--- src/shared/tcsf_pkg.sv ---
// ************************************************************
// Shared constants and carriers for the channel status block.
// ************************************************************
package tcsf_pkg;

  // Number of timer channels and the counter width.
  localparam int NUM_CH = 6;
  localparam int CNT_W = 16;
  localparam int ADDR_W = 8;

  // Counter end values that mark a wrap.
  localparam logic [15:0] CNT_MAX = 16'hffff;
  localparam logic [15:0] CNT_MIN = 16'h0000;

  // Register byte offsets.
  localparam logic [7:0] STATUS_BASE = 8'h00;
  localparam logic [7:0] ENABLE_BASE = 8'h18;
  localparam logic [7:0] EVT_STAT_OFS = 8'h30;
  localparam logic [7:0] EVT_MASK_OFS = 8'h34;
  localparam logic [7:0] CH_STRIDE = 8'h04;

  // Bit positions inside a channel status byte.
  localparam int DIR_BIT = 7;
  localparam int RSV_BIT = 6;
  localparam int DOWN_BIT = 5;
  localparam int UP_BIT = 4;

  // Channels that own a count direction and an underflow flag.
  localparam logic [5:0] CH_HAS_DOWN = 6'h36;

  // Reset values of the direction bit and the event flags.
  localparam logic DIR_RESET = 1'b1;
  localparam logic FLAG_RESET = 1'b0;

  // Event status layout: wrap-up events low, wrap-down events high.
  localparam int EVT_W = 2 * NUM_CH;
  localparam int EVT_DOWN_LSB = NUM_CH;

  // AXI response codes.
  localparam logic [1:0] RESP_OKAY = 2'h0;
  localparam logic [1:0] RESP_SLVERR = 2'h2;

  // What one channel of the counter logic tells this block.
  typedef struct packed {
    logic [15:0] count;
    logic count_up;
    logic phase_mode;
  } tcsf_chan_in_s;

  // One register write as handed from the bus slave.
  typedef struct packed {
    logic [7:0] addr;
    logic [31:0] data;
    logic [3:0] strb;
  } tcsf_wr_s;

endpackage

--- src/rtl/tcsf_axil_slave.sv ---
`timescale 1ns/10ps
// ************************************************************
// AXI4-Lite slave front end: turns handshakes into strobes.
// ************************************************************
module tcsf_axil_slave (
  // Clock and reset.
  input wire logic i_clk,
  input wire logic i_rst_b,
  // Write address and data channels.
  input wire logic i_awvalid,
  output logic o_awready,
  input wire logic [7:0] i_awaddr,
  input wire logic i_wvalid,
  output logic o_wready,
  input wire logic [31:0] i_wdata,
  input wire logic [3:0] i_wstrb,
  // Write response channel.
  output logic o_bvalid,
  input wire logic i_bready,
  output logic [1:0] o_bresp,
  // Read channels.
  input wire logic i_arvalid,
  output logic o_arready,
  input wire logic [7:0] i_araddr,
  output logic o_rvalid,
  input wire logic i_rready,
  output logic [31:0] o_rdata,
  output logic [1:0] o_rresp,
  // Register side.
  output logic o_wr,
  output tcsf_pkg::tcsf_wr_s o_wr_req,
  input wire logic i_wr_err,
  output logic o_rd,
  output logic [7:0] o_rd_addr,
  input wire logic [31:0] i_rd_data,
  input wire logic i_rd_err
);

  logic aw_held_reg; // Write address captured, waiting for data.
  logic w_held_reg; // Write data captured, waiting for address.
  logic wr_go;

  // Both halves present and no response pending: perform the write.
  assign wr_go = aw_held_reg && w_held_reg && !o_bvalid;
  assign o_wr = wr_go;
  // A read is taken in the cycle its address handshake completes.
  assign o_rd = o_arready;
  assign o_rd_addr = i_araddr;

  // Address and data are taken in either order, one beat each.
  always_ff @(posedge i_clk or negedge i_rst_b) begin
    if (!i_rst_b) begin
      aw_held_reg <= 1'b0;
      w_held_reg <= 1'b0;
      o_awready <= 1'b0;
      o_wready <= 1'b0;
      o_wr_req <= '0;
    end else begin
      o_awready <= i_awvalid && !aw_held_reg && !o_awready;
      o_wready <= i_wvalid && !w_held_reg && !o_wready;
      if (o_awready) begin
        aw_held_reg <= 1'b1;
        o_wr_req.addr <= i_awaddr;
      end else if (wr_go) begin
        aw_held_reg <= 1'b0;
      end
      if (o_wready) begin
        w_held_reg <= 1'b1;
        o_wr_req.data <= i_wdata;
        o_wr_req.strb <= i_wstrb;
      end else if (wr_go) begin
        w_held_reg <= 1'b0;
      end
    end
  end

  // Write response stands until the master accepts it.
  always_ff @(posedge i_clk or negedge i_rst_b) begin
    if (!i_rst_b) begin
      o_bvalid <= 1'b0;
      o_bresp <= tcsf_pkg::RESP_OKAY;
    end else if (wr_go) begin
      o_bvalid <= 1'b1;
      o_bresp <= i_wr_err ? tcsf_pkg::RESP_SLVERR : tcsf_pkg::RESP_OKAY;
    end else if (i_bready) begin
      o_bvalid <= 1'b0;
    end
  end

  // Read: one-cycle arready pulse, data registered with it.
  always_ff @(posedge i_clk or negedge i_rst_b) begin
    if (!i_rst_b) begin
      o_arready <= 1'b0;
      o_rvalid <= 1'b0;
      o_rdata <= '0;
      o_rresp <= tcsf_pkg::RESP_OKAY;
    end else begin
      o_arready <= i_arvalid && !o_arready && !o_rvalid;
      if (o_arready) begin
        o_rvalid <= 1'b1;
        o_rdata <= i_rd_data;
        o_rresp <= i_rd_err ? tcsf_pkg::RESP_SLVERR : tcsf_pkg::RESP_OKAY;
      end else if (i_rready) begin
        o_rvalid <= 1'b0;
      end
    end
  end

endmodule

--- src/rtl/tcsf_chan_flags.sv ---
`timescale 1ns/10ps
// ************************************************************
// Status flags of one timer channel.
// ************************************************************
module tcsf_chan_flags #(
  parameter bit HAS_DOWN = 1'b1 // Channel owns direction and underflow.
) (
  // Clock and reset.
  input wire logic i_clk,
  input wire logic i_rst_b,
  // Counter state of this channel.
  input wire tcsf_pkg::tcsf_chan_in_s i_chan,
  // Software access to this channel's status byte.
  input wire logic i_rd,
  input wire logic i_wr,
  input wire logic [7:0] i_wdata,
  // Status byte and wrap event pulses.
  output logic [7:0] o_status,
  output logic o_down_ev,
  output logic o_up_ev
);

  logic [15:0] prev_reg; // Counter value one cycle ago.
  logic prev_ok_reg; // Low until prev_reg holds a real sample.
  logic dir_reg; // Count direction flag.
  logic down_reg; // Wrap down flag.
  logic up_reg; // Wrap up flag.
  logic down_armed_reg; // Wrap down flag was read as one.
  logic up_armed_reg; // Wrap up flag was read as one.
  logic down_clr;
  logic up_clr;

  // A wrap is seen as an end value followed by the other end value.
  assign o_up_ev = prev_ok_reg && prev_reg == tcsf_pkg::CNT_MAX
    && i_chan.count == tcsf_pkg::CNT_MIN;
  assign o_down_ev = HAS_DOWN && i_chan.phase_mode && prev_ok_reg
    && prev_reg == tcsf_pkg::CNT_MIN
    && i_chan.count == tcsf_pkg::CNT_MAX;

  // Only a zero written after a read of one clears; a one is ignored.
  assign down_clr = i_wr && !i_wdata[tcsf_pkg::DOWN_BIT]
    && down_armed_reg;
  assign up_clr = i_wr && !i_wdata[tcsf_pkg::UP_BIT]
    && up_armed_reg;

  // Counter history for the wrap detector.
  always_ff @(posedge i_clk or negedge i_rst_b) begin
    if (!i_rst_b) begin
      prev_reg <= tcsf_pkg::CNT_MIN;
      prev_ok_reg <= 1'b0;
    end else begin
      prev_reg <= i_chan.count;
      prev_ok_reg <= 1'b1;
    end
  end

  // Direction follows the counter; it is read-only to software.
  always_ff @(posedge i_clk or negedge i_rst_b) begin
    if (!i_rst_b) begin
      dir_reg <= tcsf_pkg::DIR_RESET;
    end else begin
      dir_reg <= i_chan.count_up;
    end
  end

  // Event flags: a set in the clearing cycle wins over the clear.
  always_ff @(posedge i_clk or negedge i_rst_b) begin
    if (!i_rst_b) begin
      down_reg <= tcsf_pkg::FLAG_RESET;
      up_reg <= tcsf_pkg::FLAG_RESET;
    end else begin
      if (o_down_ev) begin
        down_reg <= 1'b1;
      end else if (down_clr) begin
        down_reg <= 1'b0;
      end
      if (o_up_ev) begin
        up_reg <= 1'b1;
      end else if (up_clr) begin
        up_reg <= 1'b0;
      end
    end
  end

  // A read arms the clear only for flags it saw as one.
  always_ff @(posedge i_clk or negedge i_rst_b) begin
    if (!i_rst_b) begin
      down_armed_reg <= 1'b0;
      up_armed_reg <= 1'b0;
    end else begin
      if (down_clr) begin
        down_armed_reg <= 1'b0;
      end else if (i_rd) begin
        down_armed_reg <= down_reg;
      end
      if (up_clr) begin
        up_armed_reg <= 1'b0;
      end else if (i_rd) begin
        up_armed_reg <= up_reg;
      end
    end
  end

  // Status byte; reserved bits read fixed and the low nibble is zero.
  always_comb begin
    o_status = '0;
    o_status[tcsf_pkg::DIR_BIT] = HAS_DOWN ? dir_reg : 1'b1;
    o_status[tcsf_pkg::RSV_BIT] = 1'b1;
    o_status[tcsf_pkg::DOWN_BIT] = HAS_DOWN && down_reg;
    o_status[tcsf_pkg::UP_BIT] = up_reg;
  end

endmodule

--- src/rtl/tcsf_top.sv ---
// The AXI4-Lite interface to the registers and the register addresses were chosen for this implementation.
`timescale 1ns/10ps
// ************************************************************
// Overview of operation
// - Six status registers, one per channel.
// - Bit 7 shows count direction, read-only.
// - Channels 0 and 3: bit 7 reads one.
// - Bit 6 always reads one, ignores writes.
// - Phase mode underflow wrap sets bit 5.
// - Channels 0 and 3: bit 5 reads zero.
// - Underflow clears by zero write after read.
// - Overflow wrap sets bit 4, every channel.
// - Overflow clears by zero write after read.
// - Underflow request when flag and enable set.
// - Overflow request when flag and enable set.
// ************************************************************
module tcsf_top (
  // Clock and reset.
  input wire logic I_CORE_CLK,
  input wire logic I_RST_B,
  // Counter state of each channel.
  input wire tcsf_pkg::tcsf_chan_in_s [5:0] I_CHAN,
  // AXI4-Lite write address and data.
  input wire logic I_AWVALID,
  output logic O_AWREADY,
  input wire logic [7:0] I_AWADDR,
  input wire logic I_WVALID,
  output logic O_WREADY,
  input wire logic [31:0] I_WDATA,
  input wire logic [3:0] I_WSTRB,
  // AXI4-Lite write response.
  output logic O_BVALID,
  input wire logic I_BREADY,
  output logic [1:0] O_BRESP,
  // AXI4-Lite read.
  input wire logic I_ARVALID,
  output logic O_ARREADY,
  input wire logic [7:0] I_ARADDR,
  output logic O_RVALID,
  input wire logic I_RREADY,
  output logic [31:0] O_RDATA,
  output logic [1:0] O_RRESP,
  // Interrupt requests.
  output logic [5:0] O_WRAP_DOWN_IRQ,
  output logic [5:0] O_WRAP_UP_IRQ,
  output logic O_IRQ
);

  // ************************************************************
  // Address decode helpers
  // ************************************************************

  // True when the address falls on a word of a six-word bank.
  function automatic logic bank_hit(input logic [7:0] addr,
                                    input logic [7:0] base);
    logic [7:0] ofs;
    ofs = addr - base;
    bank_hit = addr >= base && addr[1:0] == 2'h0
      && ofs < 8'(tcsf_pkg::NUM_CH) * tcsf_pkg::CH_STRIDE;
  endfunction

  // Channel index of a word inside a bank.
  function automatic logic [2:0] bank_ch(input logic [7:0] addr,
                                         input logic [7:0] base);
    logic [7:0] ofs;
    ofs = addr - base;
    bank_ch = ofs[4:2];
  endfunction

  // ************************************************************
  // Bus slave
  // ************************************************************

  logic wr; // One-cycle write strobe.
  tcsf_pkg::tcsf_wr_s wr_req; // Address, data and strobes of it.
  logic wr_err; // Write address maps to nothing.
  logic rd; // One-cycle read strobe.
  logic [7:0] rd_addr; // Address of the read.
  logic [31:0] rd_data; // Data for the read, combinational.
  logic rd_err; // Read address maps to nothing.

  // The slave holds every bus output in a flip-flop.
  tcsf_axil_slave u_slave (
    .i_clk(I_CORE_CLK),
    .i_rst_b(I_RST_B),
    .i_awvalid(I_AWVALID),
    .o_awready(O_AWREADY),
    .i_awaddr(I_AWADDR),
    .i_wvalid(I_WVALID),
    .o_wready(O_WREADY),
    .i_wdata(I_WDATA),
    .i_wstrb(I_WSTRB),
    .o_bvalid(O_BVALID),
    .i_bready(I_BREADY),
    .o_bresp(O_BRESP),
    .i_arvalid(I_ARVALID),
    .o_arready(O_ARREADY),
    .i_araddr(I_ARADDR),
    .o_rvalid(O_RVALID),
    .i_rready(I_RREADY),
    .o_rdata(O_RDATA),
    .o_rresp(O_RRESP),
    .o_wr(wr),
    .o_wr_req(wr_req),
    .i_wr_err(wr_err),
    .o_rd(rd),
    .o_rd_addr(rd_addr),
    .i_rd_data(rd_data),
    .i_rd_err(rd_err)
  );

  // Decoded targets of the current write and read.
  logic wr_status_hit;
  logic wr_enable_hit;
  logic [2:0] wr_ch;
  logic rd_status_hit;
  logic rd_enable_hit;
  logic [2:0] rd_ch;

  assign wr_status_hit = bank_hit(wr_req.addr, tcsf_pkg::STATUS_BASE);
  assign wr_enable_hit = bank_hit(wr_req.addr, tcsf_pkg::ENABLE_BASE);
  assign wr_ch = bank_ch(wr_req.addr, wr_status_hit ?
    tcsf_pkg::STATUS_BASE : tcsf_pkg::ENABLE_BASE);
  assign rd_status_hit = bank_hit(rd_addr, tcsf_pkg::STATUS_BASE);
  assign rd_enable_hit = bank_hit(rd_addr, tcsf_pkg::ENABLE_BASE);
  assign rd_ch = bank_ch(rd_addr, rd_status_hit ?
    tcsf_pkg::STATUS_BASE : tcsf_pkg::ENABLE_BASE);

  // Writes to the event status and mask words.
  logic wr_evt_stat;
  logic wr_evt_mask;
  assign wr_evt_stat = wr && wr_req.addr == tcsf_pkg::EVT_STAT_OFS;
  assign wr_evt_mask = wr && wr_req.addr == tcsf_pkg::EVT_MASK_OFS;
  assign wr_err = !(wr_status_hit || wr_enable_hit
    || wr_req.addr == tcsf_pkg::EVT_STAT_OFS
    || wr_req.addr == tcsf_pkg::EVT_MASK_OFS);

  // ************************************************************
  // Channel flags
  // ************************************************************

  logic [7:0] status [6]; // Status byte of each channel.
  logic [5:0] down_ev; // Wrap down event pulses.
  logic [5:0] up_ev; // Wrap up event pulses.
  logic [5:0] down_en_reg; // Wrap down request enables.
  logic [5:0] up_en_reg; // Wrap up request enables.

  // One independent flag block per channel; the status byte lane is
  // only touched when byte strobe zero is set.
  for (genvar ch = 0; ch < tcsf_pkg::NUM_CH; ch++) begin : g_ch
    tcsf_chan_flags #(
      .HAS_DOWN(tcsf_pkg::CH_HAS_DOWN[ch])
    ) u_flags (
      .i_clk(I_CORE_CLK),
      .i_rst_b(I_RST_B),
      .i_chan(I_CHAN[ch]),
      .i_rd(rd && rd_status_hit && rd_ch == 3'(ch)),
      .i_wr(wr && wr_status_hit && wr_ch == 3'(ch)
        && wr_req.strb[0]),
      .i_wdata(wr_req.data[7:0]),
      .o_status(status[ch]),
      .o_down_ev(down_ev[ch]),
      .o_up_ev(up_ev[ch])
    );
  end

  // Request enables; the wrap down enable does not exist in channels
  // without an underflow flag and stays zero there.
  always_ff @(posedge I_CORE_CLK or negedge I_RST_B) begin
    if (!I_RST_B) begin
      down_en_reg <= '0;
      up_en_reg <= '0;
    end else if (wr && wr_enable_hit && wr_req.strb[0]) begin
      down_en_reg[wr_ch] <= wr_req.data[tcsf_pkg::DOWN_BIT]
        && tcsf_pkg::CH_HAS_DOWN[wr_ch];
      up_en_reg[wr_ch] <= wr_req.data[tcsf_pkg::UP_BIT];
    end
  end

  // Per-channel requests stand while flag and enable are both set.
  always_ff @(posedge I_CORE_CLK or negedge I_RST_B) begin
    if (!I_RST_B) begin
      O_WRAP_DOWN_IRQ <= '0;
      O_WRAP_UP_IRQ <= '0;
    end else begin
      for (int ch = 0; ch < tcsf_pkg::NUM_CH; ch++) begin
        O_WRAP_DOWN_IRQ[ch] <= status[ch][tcsf_pkg::DOWN_BIT]
          && down_en_reg[ch] && tcsf_pkg::CH_HAS_DOWN[ch];
        O_WRAP_UP_IRQ[ch] <= status[ch][tcsf_pkg::UP_BIT]
          && up_en_reg[ch];
      end
    end
  end

  // ************************************************************
  // Summary interrupt
  // ************************************************************

  logic [11:0] evt_stat_reg; // Sticky wrap events, write one to clear.
  logic [11:0] evt_mask_reg; // Events allowed onto the summary line.
  logic [11:0] evt_set;
  logic [11:0] evt_clr;

  // The summary copy is separate from the channel flags so a driver
  // can use it without the read-then-write-zero dance.
  assign evt_set = {down_ev, up_ev};
  assign evt_clr = wr_evt_stat ? wr_req.data[11:0] : '0;

  // A new event in the clearing cycle stays set.
  always_ff @(posedge I_CORE_CLK or negedge I_RST_B) begin
    if (!I_RST_B) begin
      evt_stat_reg <= '0;
    end else begin
      evt_stat_reg <= (evt_stat_reg & ~evt_clr) | evt_set;
    end
  end

  // Mask register, each of the two low byte lanes written under its own strobe.
  always_ff @(posedge I_CORE_CLK or negedge I_RST_B) begin
    if (!I_RST_B) begin
      evt_mask_reg <= '0;
    end else if (wr_evt_mask) begin
      if (wr_req.strb[0]) begin
        evt_mask_reg[7:0] <= wr_req.data[7:0];
      end
      if (wr_req.strb[1]) begin
        evt_mask_reg[11:8] <= wr_req.data[11:8];
      end
    end
  end

  // Level output, high while any unmasked event is pending.
  always_ff @(posedge I_CORE_CLK or negedge I_RST_B) begin
    if (!I_RST_B) begin
      O_IRQ <= 1'b0;
    end else begin
      O_IRQ <= |(evt_stat_reg & evt_mask_reg);
    end
  end

  // ************************************************************
  // Read multiplexer
  // ************************************************************

  // Unmapped addresses answer zero with an error response.
  always_comb begin
    rd_data = '0;
    rd_err = 1'b0;
    if (rd_status_hit) begin
      rd_data[7:0] = status[rd_ch];
    end else if (rd_enable_hit) begin
      rd_data[tcsf_pkg::DOWN_BIT] = down_en_reg[rd_ch];
      rd_data[tcsf_pkg::UP_BIT] = up_en_reg[rd_ch];
    end else if (rd_addr == tcsf_pkg::EVT_STAT_OFS) begin
      rd_data[11:0] = evt_stat_reg;
    end else if (rd_addr == tcsf_pkg::EVT_MASK_OFS) begin
      rd_data[11:0] = evt_mask_reg;
    end else begin
      rd_err = 1'b1;
    end
  end

endmodule

--- config.mk ---
export PLATFORM = sky130hd
export DESIGN_NAME = tcsf_top
export DESIGN_NICKNAME = d
export VERILOG_FILES = /design/src/shared/tcsf_pkg.sv /design/src/rtl/tcsf_axil_slave.sv /design/src/rtl/tcsf_chan_flags.sv /design/src/rtl/tcsf_top.sv
export SDC_FILE = /design/constraint.sdc
export NUM_CORES = 1
export LEC_CHECK = 0
export BUFFER_PORTS_ARGS = -buffer_cell sky130_fd_sc_hd__buf_2
export CAP_MARGIN = 5
export CORE_ASPECT_RATIO = 1.75
export CORE_MARGIN = 5
export CORE_UTILIZATION = 53
export CTS_CLUSTER_SIZE = 24
export DETAILED_ROUTE_END_ITERATION = 6
export PLACE_DENSITY = 0.8
export SYNTH_ARGS = -nofsm -noshare
export SYNTH_HDL_FRONTEND = slang
export SYNTH_SLANG_ARGS = --single-unit
--- constraint.sdc ---
create_clock -name I_CORE_CLK -period 3.5 [get_ports I_CORE_CLK]
set_clock_uncertainty 0.15 [all_clocks]
set_input_delay 0.35 -clock I_CORE_CLK [delete_from_list [all_inputs] [get_ports I_CORE_CLK]]
set_output_delay 0.35 -clock I_CORE_CLK [all_outputs]
set_load 0.1 [all_outputs]
# --- Yosys cells after proc, flatten, opt, wreduce, memory -nomap -nowiden ---
# Memories as Yosys holds them, arrays and structs flattened.
# Cells that the tools add are included.
word_totals:
  latch_bits: 0
  reg_bits: 213
  ramBits: 0
  inputBits: 167
  n_memories: 1
  output_inout_bits: 54
  rom_bits: 8
  wordCells: 322
mem_list:
  columns: ["name", "words", "width", "rd", "rd_clocked_by_memory_dff", "wr", "line_no", "source"]
  rows:
  - ["(name not given)", 8, 1, 1, 0, 0, "tcsf_top.sv:175", "&& tcsf_pkg::CH_HAS_DOWN[wr_ch];"]
op_classes:
  multipliers: 0
  add_sub_neg: 4
  div: 0
  n_eq_ne: 24
  shift: 0
  muxes: 75
  magnitude_cmp: 12
  n_bitwise: 5
  reduce_logical: 149
ops:
  columns: ["cell", "n"]
  rows:
  - ["16-bit == test (second input constant)", 10]
  - ["16-bit zero test", 10]
  - ["1-bit logical AND", 96]
  - ["1-bit 2-to-1 mux", 55]
  - ["2-bit nonzero test", 24]
  - ["12-bit 2-to-1 mux", 3]
  - ["8-bit by 6-bit == test with 1-bit output (second input constant)", 4]
  - ["8-bit by 5-bit < comparator with 1-bit output (second input constant)", 4]
  - ["12-bit bitwise AND", 2]
  - ["8-bit binary-select mux with 3-bit select", 1]
  - ["8-bit 2-to-1 mux", 3]
  - ["8-bit by 1-bit greater-or-equal comparator with 1-bit output (second input constant)", 2]
  - ["8-bit by 5-bit greater-or-equal comparator with 1-bit output (second input constant)", 2]
  - ["8-bit by 5-bit subtractor with 8-bit output (second input constant)", 2]
  - ["6-bit bitwise mux", 2]
  - ["3-bit by 2-bit == test with 1-bit output (second input constant)", 4]
  - ["3-bit == test (second input constant)", 4]
  - ["12-bit NOT", 1]
  - ["12-bit bitwise OR", 1]
  - ["12-bit OR reduction", 1]
  - ["5-bit 2-to-1 mux", 2]
  - ["5-bit subtractor", 2]
  - ["1-bit zero test", 9]
  - ["3-bit by 4-bit < comparator with 1-bit output (second input constant)", 2]
  - ["other kinds (13)", 23]

# --- Depth between registers and ports, before layout ---
# Gate-level depths: netlist of run 1.
logic_depth:
  word_depth: 12
  mapped_depth: 10
  mapped_depth_nobuf: 9

# --- By module ---
# A second synthesis of run 1 with hierarchy kept.
unflattened:
  cells_unflattened: 851
  hier_area_um2: 11234.5
by_module_without_submodules:
  columns: ["mod", "area_per_inst_um2", "seq_area_each_um2", "n_inst", "cells_per_inst"]
  rows:
  - ["tcsf_chan_flags at g_ch[1].u_flags ...", 864.6, 551.8, 4, 68]
  - ["tcsf_axil_slave", 3344.5, 2127.0, 1, 197]
  - ["tcsf_top", 3067.9, 1176.1, 1, 284]
  - ["tcsf_chan_flags at g_ch[0].u_flags ...", 681.9, 475.5, 2, 49]

# --- Worst setup path after synthesis of run 1 ---
# OpenSTA, ideal clock, no wires.
synth_timing:
  kind: "reg2reg"
  from: "register u_slave.o_wr_req[42] in the netlist's numbering"
  to: "register down_en_reg[4]"
  setup_time_ns: 0.125
  slack_ns: 0.555
  required_ns: 3.225
  n_path_buf: 0
  stages_incl_launch_ff: 9
  synth_period_minus_slack_ns: 2.945
  arrival_ns: 2.671
  path_cell_list: "dfrtp_1 or4_4 nor2_8 inv_1 ha_1 xor2_4 xnor2_2 nor4b_1 mux2_2"
synth_between:
  elab_chain_cells: 10
  word_cells_on_any_way: 22
  cone_classes: "add/sub: 2; order compare: 6; mux: 5; reduce/logical: 8; memory: 1"
synth_rtl:
  columns: ["element", "line_no", "source"]
  rows:
  - ["from (decl)", "tcsf_axil_slave.sv:31", "output tcsf_pkg::tcsf_wr_s o_wr_req,"]
  - ["8-bit by 1-bit greater-or-equal comparator with 1-bit output", "tcsf_top.sv:58", "bank_hit = addr >= base && addr[1:0] == 2'h0"]
  - ["1-bit logical AND", "tcsf_top.sv:58", null]
  - ["1-bit logical AND", "tcsf_top.sv:59", "&& ofs < 8'(tcsf_pkg::NUM_CH) * tcsf_pkg::CH_STRIDE;"]
  - ["5-bit 2-to-1 mux", "tcsf_top.sv:122", "assign wr_ch = bank_ch(wr_req.addr, wr_status_hit ?"]
  - ["5-bit subtractor", "tcsf_top.sv:66", "ofs = addr - base;"]
  - ["3-bit by 4-bit < comparator with 1-bit output (not written as such) / 3-bit by 1-bit greater-or-equal comparator with 1-bit output (equally long branches)", "tcsf_top.sv:174", "down_en_reg[wr_ch] <= wr_req.data[tcsf_pkg::DOWN_BIT]"]
  - ["1-bit logical AND", "tcsf_top.sv:175", null]
  - ["1-bit 2-to-1 mux (not written as such)", "tcsf_top.sv:174", null]
  - ["1-bit demux with 3-bit select", "tcsf_top.sv:174", null]
  - ["6-bit bitwise mux", "tcsf_top.sv:174", null]
  - ["to (signal, indexed assignment)", "tcsf_top.sv:174", null]
  - ["to (decl)", "tcsf_top.sv:145", "logic [5:0] down_en_reg;"]
# Several ways; a longest one is shown, not always the timed one. The select of a mux whose other input is x is not followed.
# A chain may end at the register's enable or synchronous reset.

# --- Worst setup path after layout of run 1 ---
layout_timing:
  from: "register u_slave.o_wr_req[42] in the netlist's numbering"
  to: "register up_en_reg[5]"
layout_between:
  elab_chain_cells: 10
  word_cells_on_any_way: 19
  cone_classes: "add/sub: 2; order compare: 6; mux: 4; reduce/logical: 7"
layout_rtl:
  columns: ["element", "line_no", "source"]
  rows:
  - ["8-bit by 1-bit greater-or-equal comparator with 1-bit output", "tcsf_top.sv:58", null]
  - ["1-bit logical AND", "tcsf_top.sv:58", null]
  - ["1-bit logical AND", "tcsf_top.sv:59", null]
  - ["5-bit 2-to-1 mux", "tcsf_top.sv:122", null]
  - ["5-bit subtractor", "tcsf_top.sv:66", null]
  - ["3-bit by 4-bit < comparator with 1-bit output (not written as such) / 3-bit by 1-bit greater-or-equal comparator with 1-bit output (equally long branches)", "tcsf_top.sv:176", "up_en_reg[wr_ch] <= wr_req.data[tcsf_pkg::UP_BIT];"]
  - ["1-bit logical AND (not written as such)", "tcsf_top.sv:176", null]
  - ["1-bit 2-to-1 mux (not written as such)", "tcsf_top.sv:176", null]
  - ["1-bit demux with 3-bit select", "tcsf_top.sv:176", null]
  - ["6-bit bitwise mux", "tcsf_top.sv:176", null]
  - ["to (signal, indexed assignment)", "tcsf_top.sv:176", null]
  - ["to (decl)", "tcsf_top.sv:146", "logic [5:0] up_en_reg;"]
# Several ways; a longest one is shown, not always the timed one.

==> run metrics, run 1 <==
kind of critical path reg2reg; via count about 7100; HPWL Detailed 15.4 mm; crit path max fanout 7; gr ovfl total 0; RSZ-0062 raised after global routing no; fin crit share 92.3%; asr flop ratio synth 100%; first-pass GRT wire length 40.0 mm; DRT Pass-1 Iters 5; fin cells approximately 1200; max reg flops 96; NumNets Final 1183; H-Tree Depth 1; Placed Area 9570 µm²; Worst-path clk slew 0.07 ns; CP endpoint kind flop; Pint 4.63 mW; Clock Latency Late Sink between 0.4 and 0.5 ns; final wirelength 25.0 mm; commonest non-fill, non-tap cell in the layout dfrtp_1; Site Rows 61; First DRT Iteration DRCs 449; CP Launch Type flop; Worst-Margin Slew 0.750 ns; WL/cell 20.5 µm; Total Neg Setup Slack 0 ns; Post-synth EDFFs 0; Fmax 309 MHz; #FFs+latches synth 211; Inst Count DP 1052; Slew headroom 49.5%; combinational cell fraction of total power 21.4%; critical path arrival roughly 3.5 ns; Simple-Gate Fraction of Synth Area approximately 18%; Slew Viols, Final 0; Core Area 15900 µm²; Peak VDD IR between 400 and 500 µV; switch share 30.9%; input/output buffers 170; Initial Utilization 53.8%; DRC errors left 0; synth top area cells dfrtp_1 (61%), nand4_1 (3.4%), mux2i_1 (3.0%); share of cells above drive strength 1 24.8%; Hold Crit Class in2reg; sequential area share after synthesis between 60% and 70%; Cells after Synth 700; Post-DRT Antenna Nets 0; Clk network pwr share between 30% and 40%; commonest non-fill, non-tap cells in the layout dfrtp_1 (207), buf_2 (169), dlygate4sd3_1 (128); Synth Area in Compound Gates under 10%; CTS Sinks 211; # IOs approximately 220; main combinational cell family by area after synthesis simple AND/OR/NAND/NOR gates; largest net degree at the start of global routing 78; Main synth FF type dfrtp_1; GP Congestion 0.897; number of global-route vias before repair 7808; Mean Syn Cell Area 12.2 µm²; CTS tree built; initial antenna violation count 2; die height between 150 and 200 µm; Post CTS Setup Buffer Count 0; clk buf depth 3; XOR/XNOR share of the synthesized area 1.03%; Fillers 1032; maxcap violations 0; Pleak 5.30 nW; Area growth, synth to finish 35.3%; Fin. Hold Viols 0; status complete, no violations; cell area power density 580 nW/µm²; Net Sw Power 2.07 mW; Synth Area in Adders 0.586%; Distinct cells, synth 63; Tot GR Track Use between 20% and 30%; Layout Cell Area excl Fill between 10000 and 15000 µm²; worst endpoint required time 3.72 ns; Die ar. 18900 µm²; top cell type's share of synthesized area just over 60%; Final min period 3.23 ns; root buf cell clkbuf_16; Ys Warns 0; Die X 106 µm; leading area contributor after synthesis dfrtp_1; Sequential Power Share 43.9%; endpoints failing setup 0; post-synthesis mux area share between 7 and 8%; Vias/cell 5.81; number of buffers created by CTS 19; synthesized cell area between 8000 and 9000 µm²
-- stage by stage --
| step | util (%) | hold WS, ns | setup WS (ns) | power, mW |
|---|---|---|---|---|
| after floorplan | - | -0.0956 | 0.555 | 3.89 |
| after global placement | 60.3 | 0.244 | 0.341 | 4.23 |
| after detailed placement | 60.3 | 0.250 | 0.268 | 4.27 |
| after CTS | 72.8 | 0.129 | 0.248 | 6.71 |
| after global routing | 72.8 | 0.192 | 0.102 | 7.02 |
| final | 72.8 | 0.202 | 0.268 | 6.71 |
-- worst paths after layout --
check	cells after the start	startpoint	to	slack, ns
worst max-delay path	9	u_slave.o_wr_req[42]	up_en_reg[5]	0.27
worst min register to register	1	u_slave.o_wr_req[13]	evt_stat_reg[9]	0.31
worst max register to register	9	u_slave.o_wr_req[42]	up_en_reg[5]	0.27
worst min-delay path	4	I_ARADDR[6]	u_slave.o_rdata[4]	0.20
max in group asynchronous	3	I_RST_B	g_ch[3].u_flags.prev_reg[12]	2.04
min in group asynchronous	2	I_RST_B	g_ch[1].u_flags.prev_reg[8]	0.28
-- final cells by class --
cell class                      count  area, µm²  share of cell area (%)
Clock buffer                       23        510                    4.42
Antenna cell                        2       5.00                  0.0433
Timing Repair Buffer              308       2230                    19.3
Sequential cell                   211       5290                    45.7
Multi-Input combinational cell    451       3020                    26.2
Clock inverter                     11        190                    1.65
Inverter                           21       78.8                   0.682
Tap cell                          189        236                    2.05
-- cell usage after synthesis (19+ instances only) --
cell and count:
inv_1 21, mux2_2 22, nor2_1 19, o21ai_0 46, nand4_1 47, nor4_1 32, mux2i_1 26, nand2_1 57
nor3_1 22, dfrtp_1 207, buf_4 24
-- cell families (layout without fill, tap and decap cells) --
| family | Yosys count | count (layout) |
|---|---|---|
| multiplexers | 53 | 53 |
| other | 2 | 27 |
| adder cells (fa/ha/maj) | 4 | 4 |
| AO/OA/AOI/OAI | 101 | 101 |
| flip-flops | 211 | 211 |
| XOR/XNOR | 7 | 7 |
| buffers and inverters | 61 | 363 |
| AND/OR/NAND/NOR | 261 | 261 |
-- power by group through the flow --
stage	Combinational [mW]	Clock (mW)	Sequential, mW
after floorplan	0.816	0	3.08
after global placement	1.26	0	2.97
after detailed placement	1.29	0	2.98
after CTS	1.41	2.35	2.94
after global routing	1.56	2.48	2.98
final	1.44	2.32	2.95
-- per-layer routing --
layer	up-vias	GRT usage (%)	wire [µm]
met4	0	12.9	1260
met3	89	4.11	1410
li1	3153	-	-
met2	312	50.9	13600
met1	3516	29.3	8640
met5	-	0	0
-- critical path: stages (launching register included) --
cell     delay, ns
dfrtp_1       0.42
or4_4         0.62
nor2_8        0.19
inv_1         0.09
ha_1          0.24
xor2_4        0.24
nor3_1        0.10
nor3b_1       0.45
nor2b_1       0.26
mux2_2        0.35
-- what timing repair did --
action | 4_1_cts | 5_1_grt
gates resized for setup | 0 | 0
hold endpoints to repair | 200 | 0
hold buffers | 128 | 0
Power figures use the tool's default switching activity.
==> inputs of run 2 (changes only) <==
Settings changed: REMOVE_ABC_BUFFERS set to 1.
==> run 2 against run 1 <==
Net effect: register-to-register slack improved by 0.05 ns; power decreased by 0.51%; global-route usage is 0.39 points lower; flip-flop and latch count unchanged; core utilization about the same; non-clock buffer count decreased by 1; wire length down 1.4%; hold slack worse by 0.077 ns; fmax grew 1.5%; worst setup slack better by 0.049 ns; critical endpoint is now down_en_reg[4].
==> run metrics, run 2 (same netlist as run 1, synthesis figures left out) <==
GP Congestion 0.863 (-3.8%); worst endpoint required time 3.72 ns (about the same); Core Area 15900 µm² (unchanged); Peak VDD IR 513 µV (+2.7%); Buf/Inv on CP 1 (unchanged); Area growth, synth to finish 35.3% (about the same); commonest non-fill, non-tap cell in the layout dfrtp_1; fin crit share 91.0% (-1.4 points); Hold Crit Class in2reg; crit path from u_slave.o_wr_req[42]; cell area power density 577 nW/µm² (-0.50%); R2R Path End down_en_reg[4]; RSZ-0062 raised after global routing no; Tot GR Track Use 26.6% (-0.39 points); initial antenna violation count 3 (+1); gr ovfl total 0 (unchanged); die height 178 µm (unchanged); cell chain of the critical path or4_4 -> nor2_8 -> inv_1 -> ha_1 -> xor2_4 -> xnor2_2 -> nor4b_1 -> mux2_2; Sequential Power Share 44.3% (+0.4 points); Fin. Hold Viols 0 (unchanged); DRT Pass-1 Iters 5 (unchanged); max reg flops 96 (unchanged); reg2reg setup slack 0.32 ns (+0.05 ns); CP Capture Point down_en_reg[4]; # IOs 221 (unchanged); Fmax 314 MHz (+1.5%); Die ar. 18900 µm² (unchanged); Pleak 5.29 nW (-0.21%); Pint 4.56 mW (-1.5%); First DRT Iteration DRCs 322 (-28%); HPWL Detailed 15.0 mm (-2.0%); maxcap violations 0 (unchanged); met2 routed WL 13.2 mm (-3.5%); critical path arrival 3.41 ns (-0.04 ns); Total Neg Setup Slack 0 ns (unchanged); Initial Utilization 53.8% (unchanged); met1 wire length 8.50 mm (-1.7%); Slew Viols, Final 0 (unchanged); clk buf depth 3 (unchanged); number of buffers created by CTS 20 (+1); WL/cell 20.2 µm (-1.5%); CTS tree built; via count 7158 (+1.2%); Net Sw Power 2.11 mW (+1.6%); Slew headroom 52.8% (+3.3 points); Worst-Margin Slew 0.708 ns (-0.0419 ns); largest net degree at the start of global routing 86 (+10%); Final min period 3.18 ns (-0.0487 ns); first-pass GRT wire length 39.4 mm (-1.3%); commonest non-fill, non-tap cells in the layout dfrtp_1 (207), buf_2 (169), dlygate4sd3_1 (128); final core utilization 72.8% (about the same); Worst-path clk slew 0.07 ns (about the same); WL met3 1.39 mm (-1.4%); CP Launch Type flop; Vias/cell 5.88 (+1.1%); CTS Sinks 211 (unchanged); input/output buffers 170 (unchanged); DRC errors left 0 (unchanged); kind of critical path reg2reg; crit path max fanout 8 (+1); Die X 106 µm (unchanged); Worst Reg-to-Reg Cells 8 (-1); H-Tree Depth 1 (unchanged); switch share 31.6% (+0.66 points); final wirelength 24.6 mm (-1.4%); endpoints failing setup 0 (unchanged); Post-DRT Antenna Nets 0 (unchanged); CP max-delay cell or4_4; combinational cell fraction of total power 21.4% (about the same); WP depth 8 (-1); root buf cell clkbuf_16; NumNets Final 1183 (unchanged); CP top delay family simple AND/OR/NAND/NOR gates; Clk network pwr share 34.3% (-0.3 points); reg2reg start u_slave.o_wr_req[42]; Clock Latency Late Sink 0.51 ns (+0.02 ns); status complete, no violations; Max Used Layer met4; Site Rows 61 (unchanged); number of global-route vias before repair 7834 (+0.33%); Largest stage delay, worst path 0.62 ns (about the same); share of cells above drive strength 1 24.6% (-0.22 points); CP endpoint kind flop
[run 2: changes by cell type in the layout (fill, tap and decap cells not counted), sizes merged]
cell / delta
clkbuf: +5
bufinv: -2
inv: -2
buf: -1
clkinvlp: +1
diode: +1
[run 2: worst min path at each step]
stage / endpoint / depth (start not counted) / start
2_1_floorplan: O_IRQ / 0 / I_RST_B
3_3_place_gp: g_ch[3].u_flags.prev_reg[11] / 1 / I_RST_B
3_5_place_dp: g_ch[3].u_flags.prev_reg[11] / 1 / I_RST_B
4_1_cts: u_slave.o_rresp[1] / 3 / I_ARADDR[6]
5_1_grt: evt_stat_reg[8] / 5 / I_CHAN[36]
6_report: u_slave.o_rresp[1] / 3 / I_ARADDR[6]
[run 2: layer usage]
layer,GRT usage [%],up-vias
li1,-,3172
met1,28.6,3545
met2,48.9,324
met3,4.19,117
met4,15.8,0
met5,0,-
[run 2: worst reg2reg max path: stages, from the launching register on]
cell     delay, ns
dfrtp_1       0.42
or4_4         0.62
nor2_8        0.19
inv_1         0.09
ha_1          0.24
xor2_4        0.19
xnor2_2       0.32
nor4b_1       0.47
mux2_2        0.39
[run 2: cell type report]
cell class / count / area, µm²
antenna: 3 / 7.51
clock buffer: 28 / 561
clock inverter: 8 / 131
fill: 1028 / 4320
inverter: 21 / 78.8
multi-input combinational: 451 / 3020
sequential: 211 / 5290
tap: 189 / 236
timing repair buffer: 307 / 2230
[run 2: metrics by stage]
step	hold slack, ns	power [mW]	worst slack (ns)	instance area (µm²)	std cells
finish	0.125	6.67	0.317	11600	1218
global route	0.177	6.95	0.128	11600	1218
CTS	0.119	6.65	0.314	11500	1215
detailed placement	0.292	4.27	0.344	9580	1051
global placement	0.283	4.23	0.390	9580	1051
floorplan	-0.0956	3.85	0.550	8390	683
[run 2: repair_timing]
| action | in CTS | in global routing |
|---|---|---|
| buffers inserted | 0 | 0 |
| hold buffers | 128 | 0 |
| resized for setup | 0 | 0 |
| endpoints found under the hold margin | 212 | 0 |
[run 2: power by group through the flow]
| stage | logic (mW) | clock network, mW | registers (mW) |
|---|---|---|---|
| floorplan | 0.714 | 0 | 3.13 |
| global placement | 1.26 | 0 | 2.97 |
| detailed placement | 1.28 | 0 | 2.98 |
| CTS | 1.41 | 2.30 | 2.94 |
| global route | 1.56 | 2.42 | 2.98 |
| finish | 1.43 | 2.29 | 2.95 |
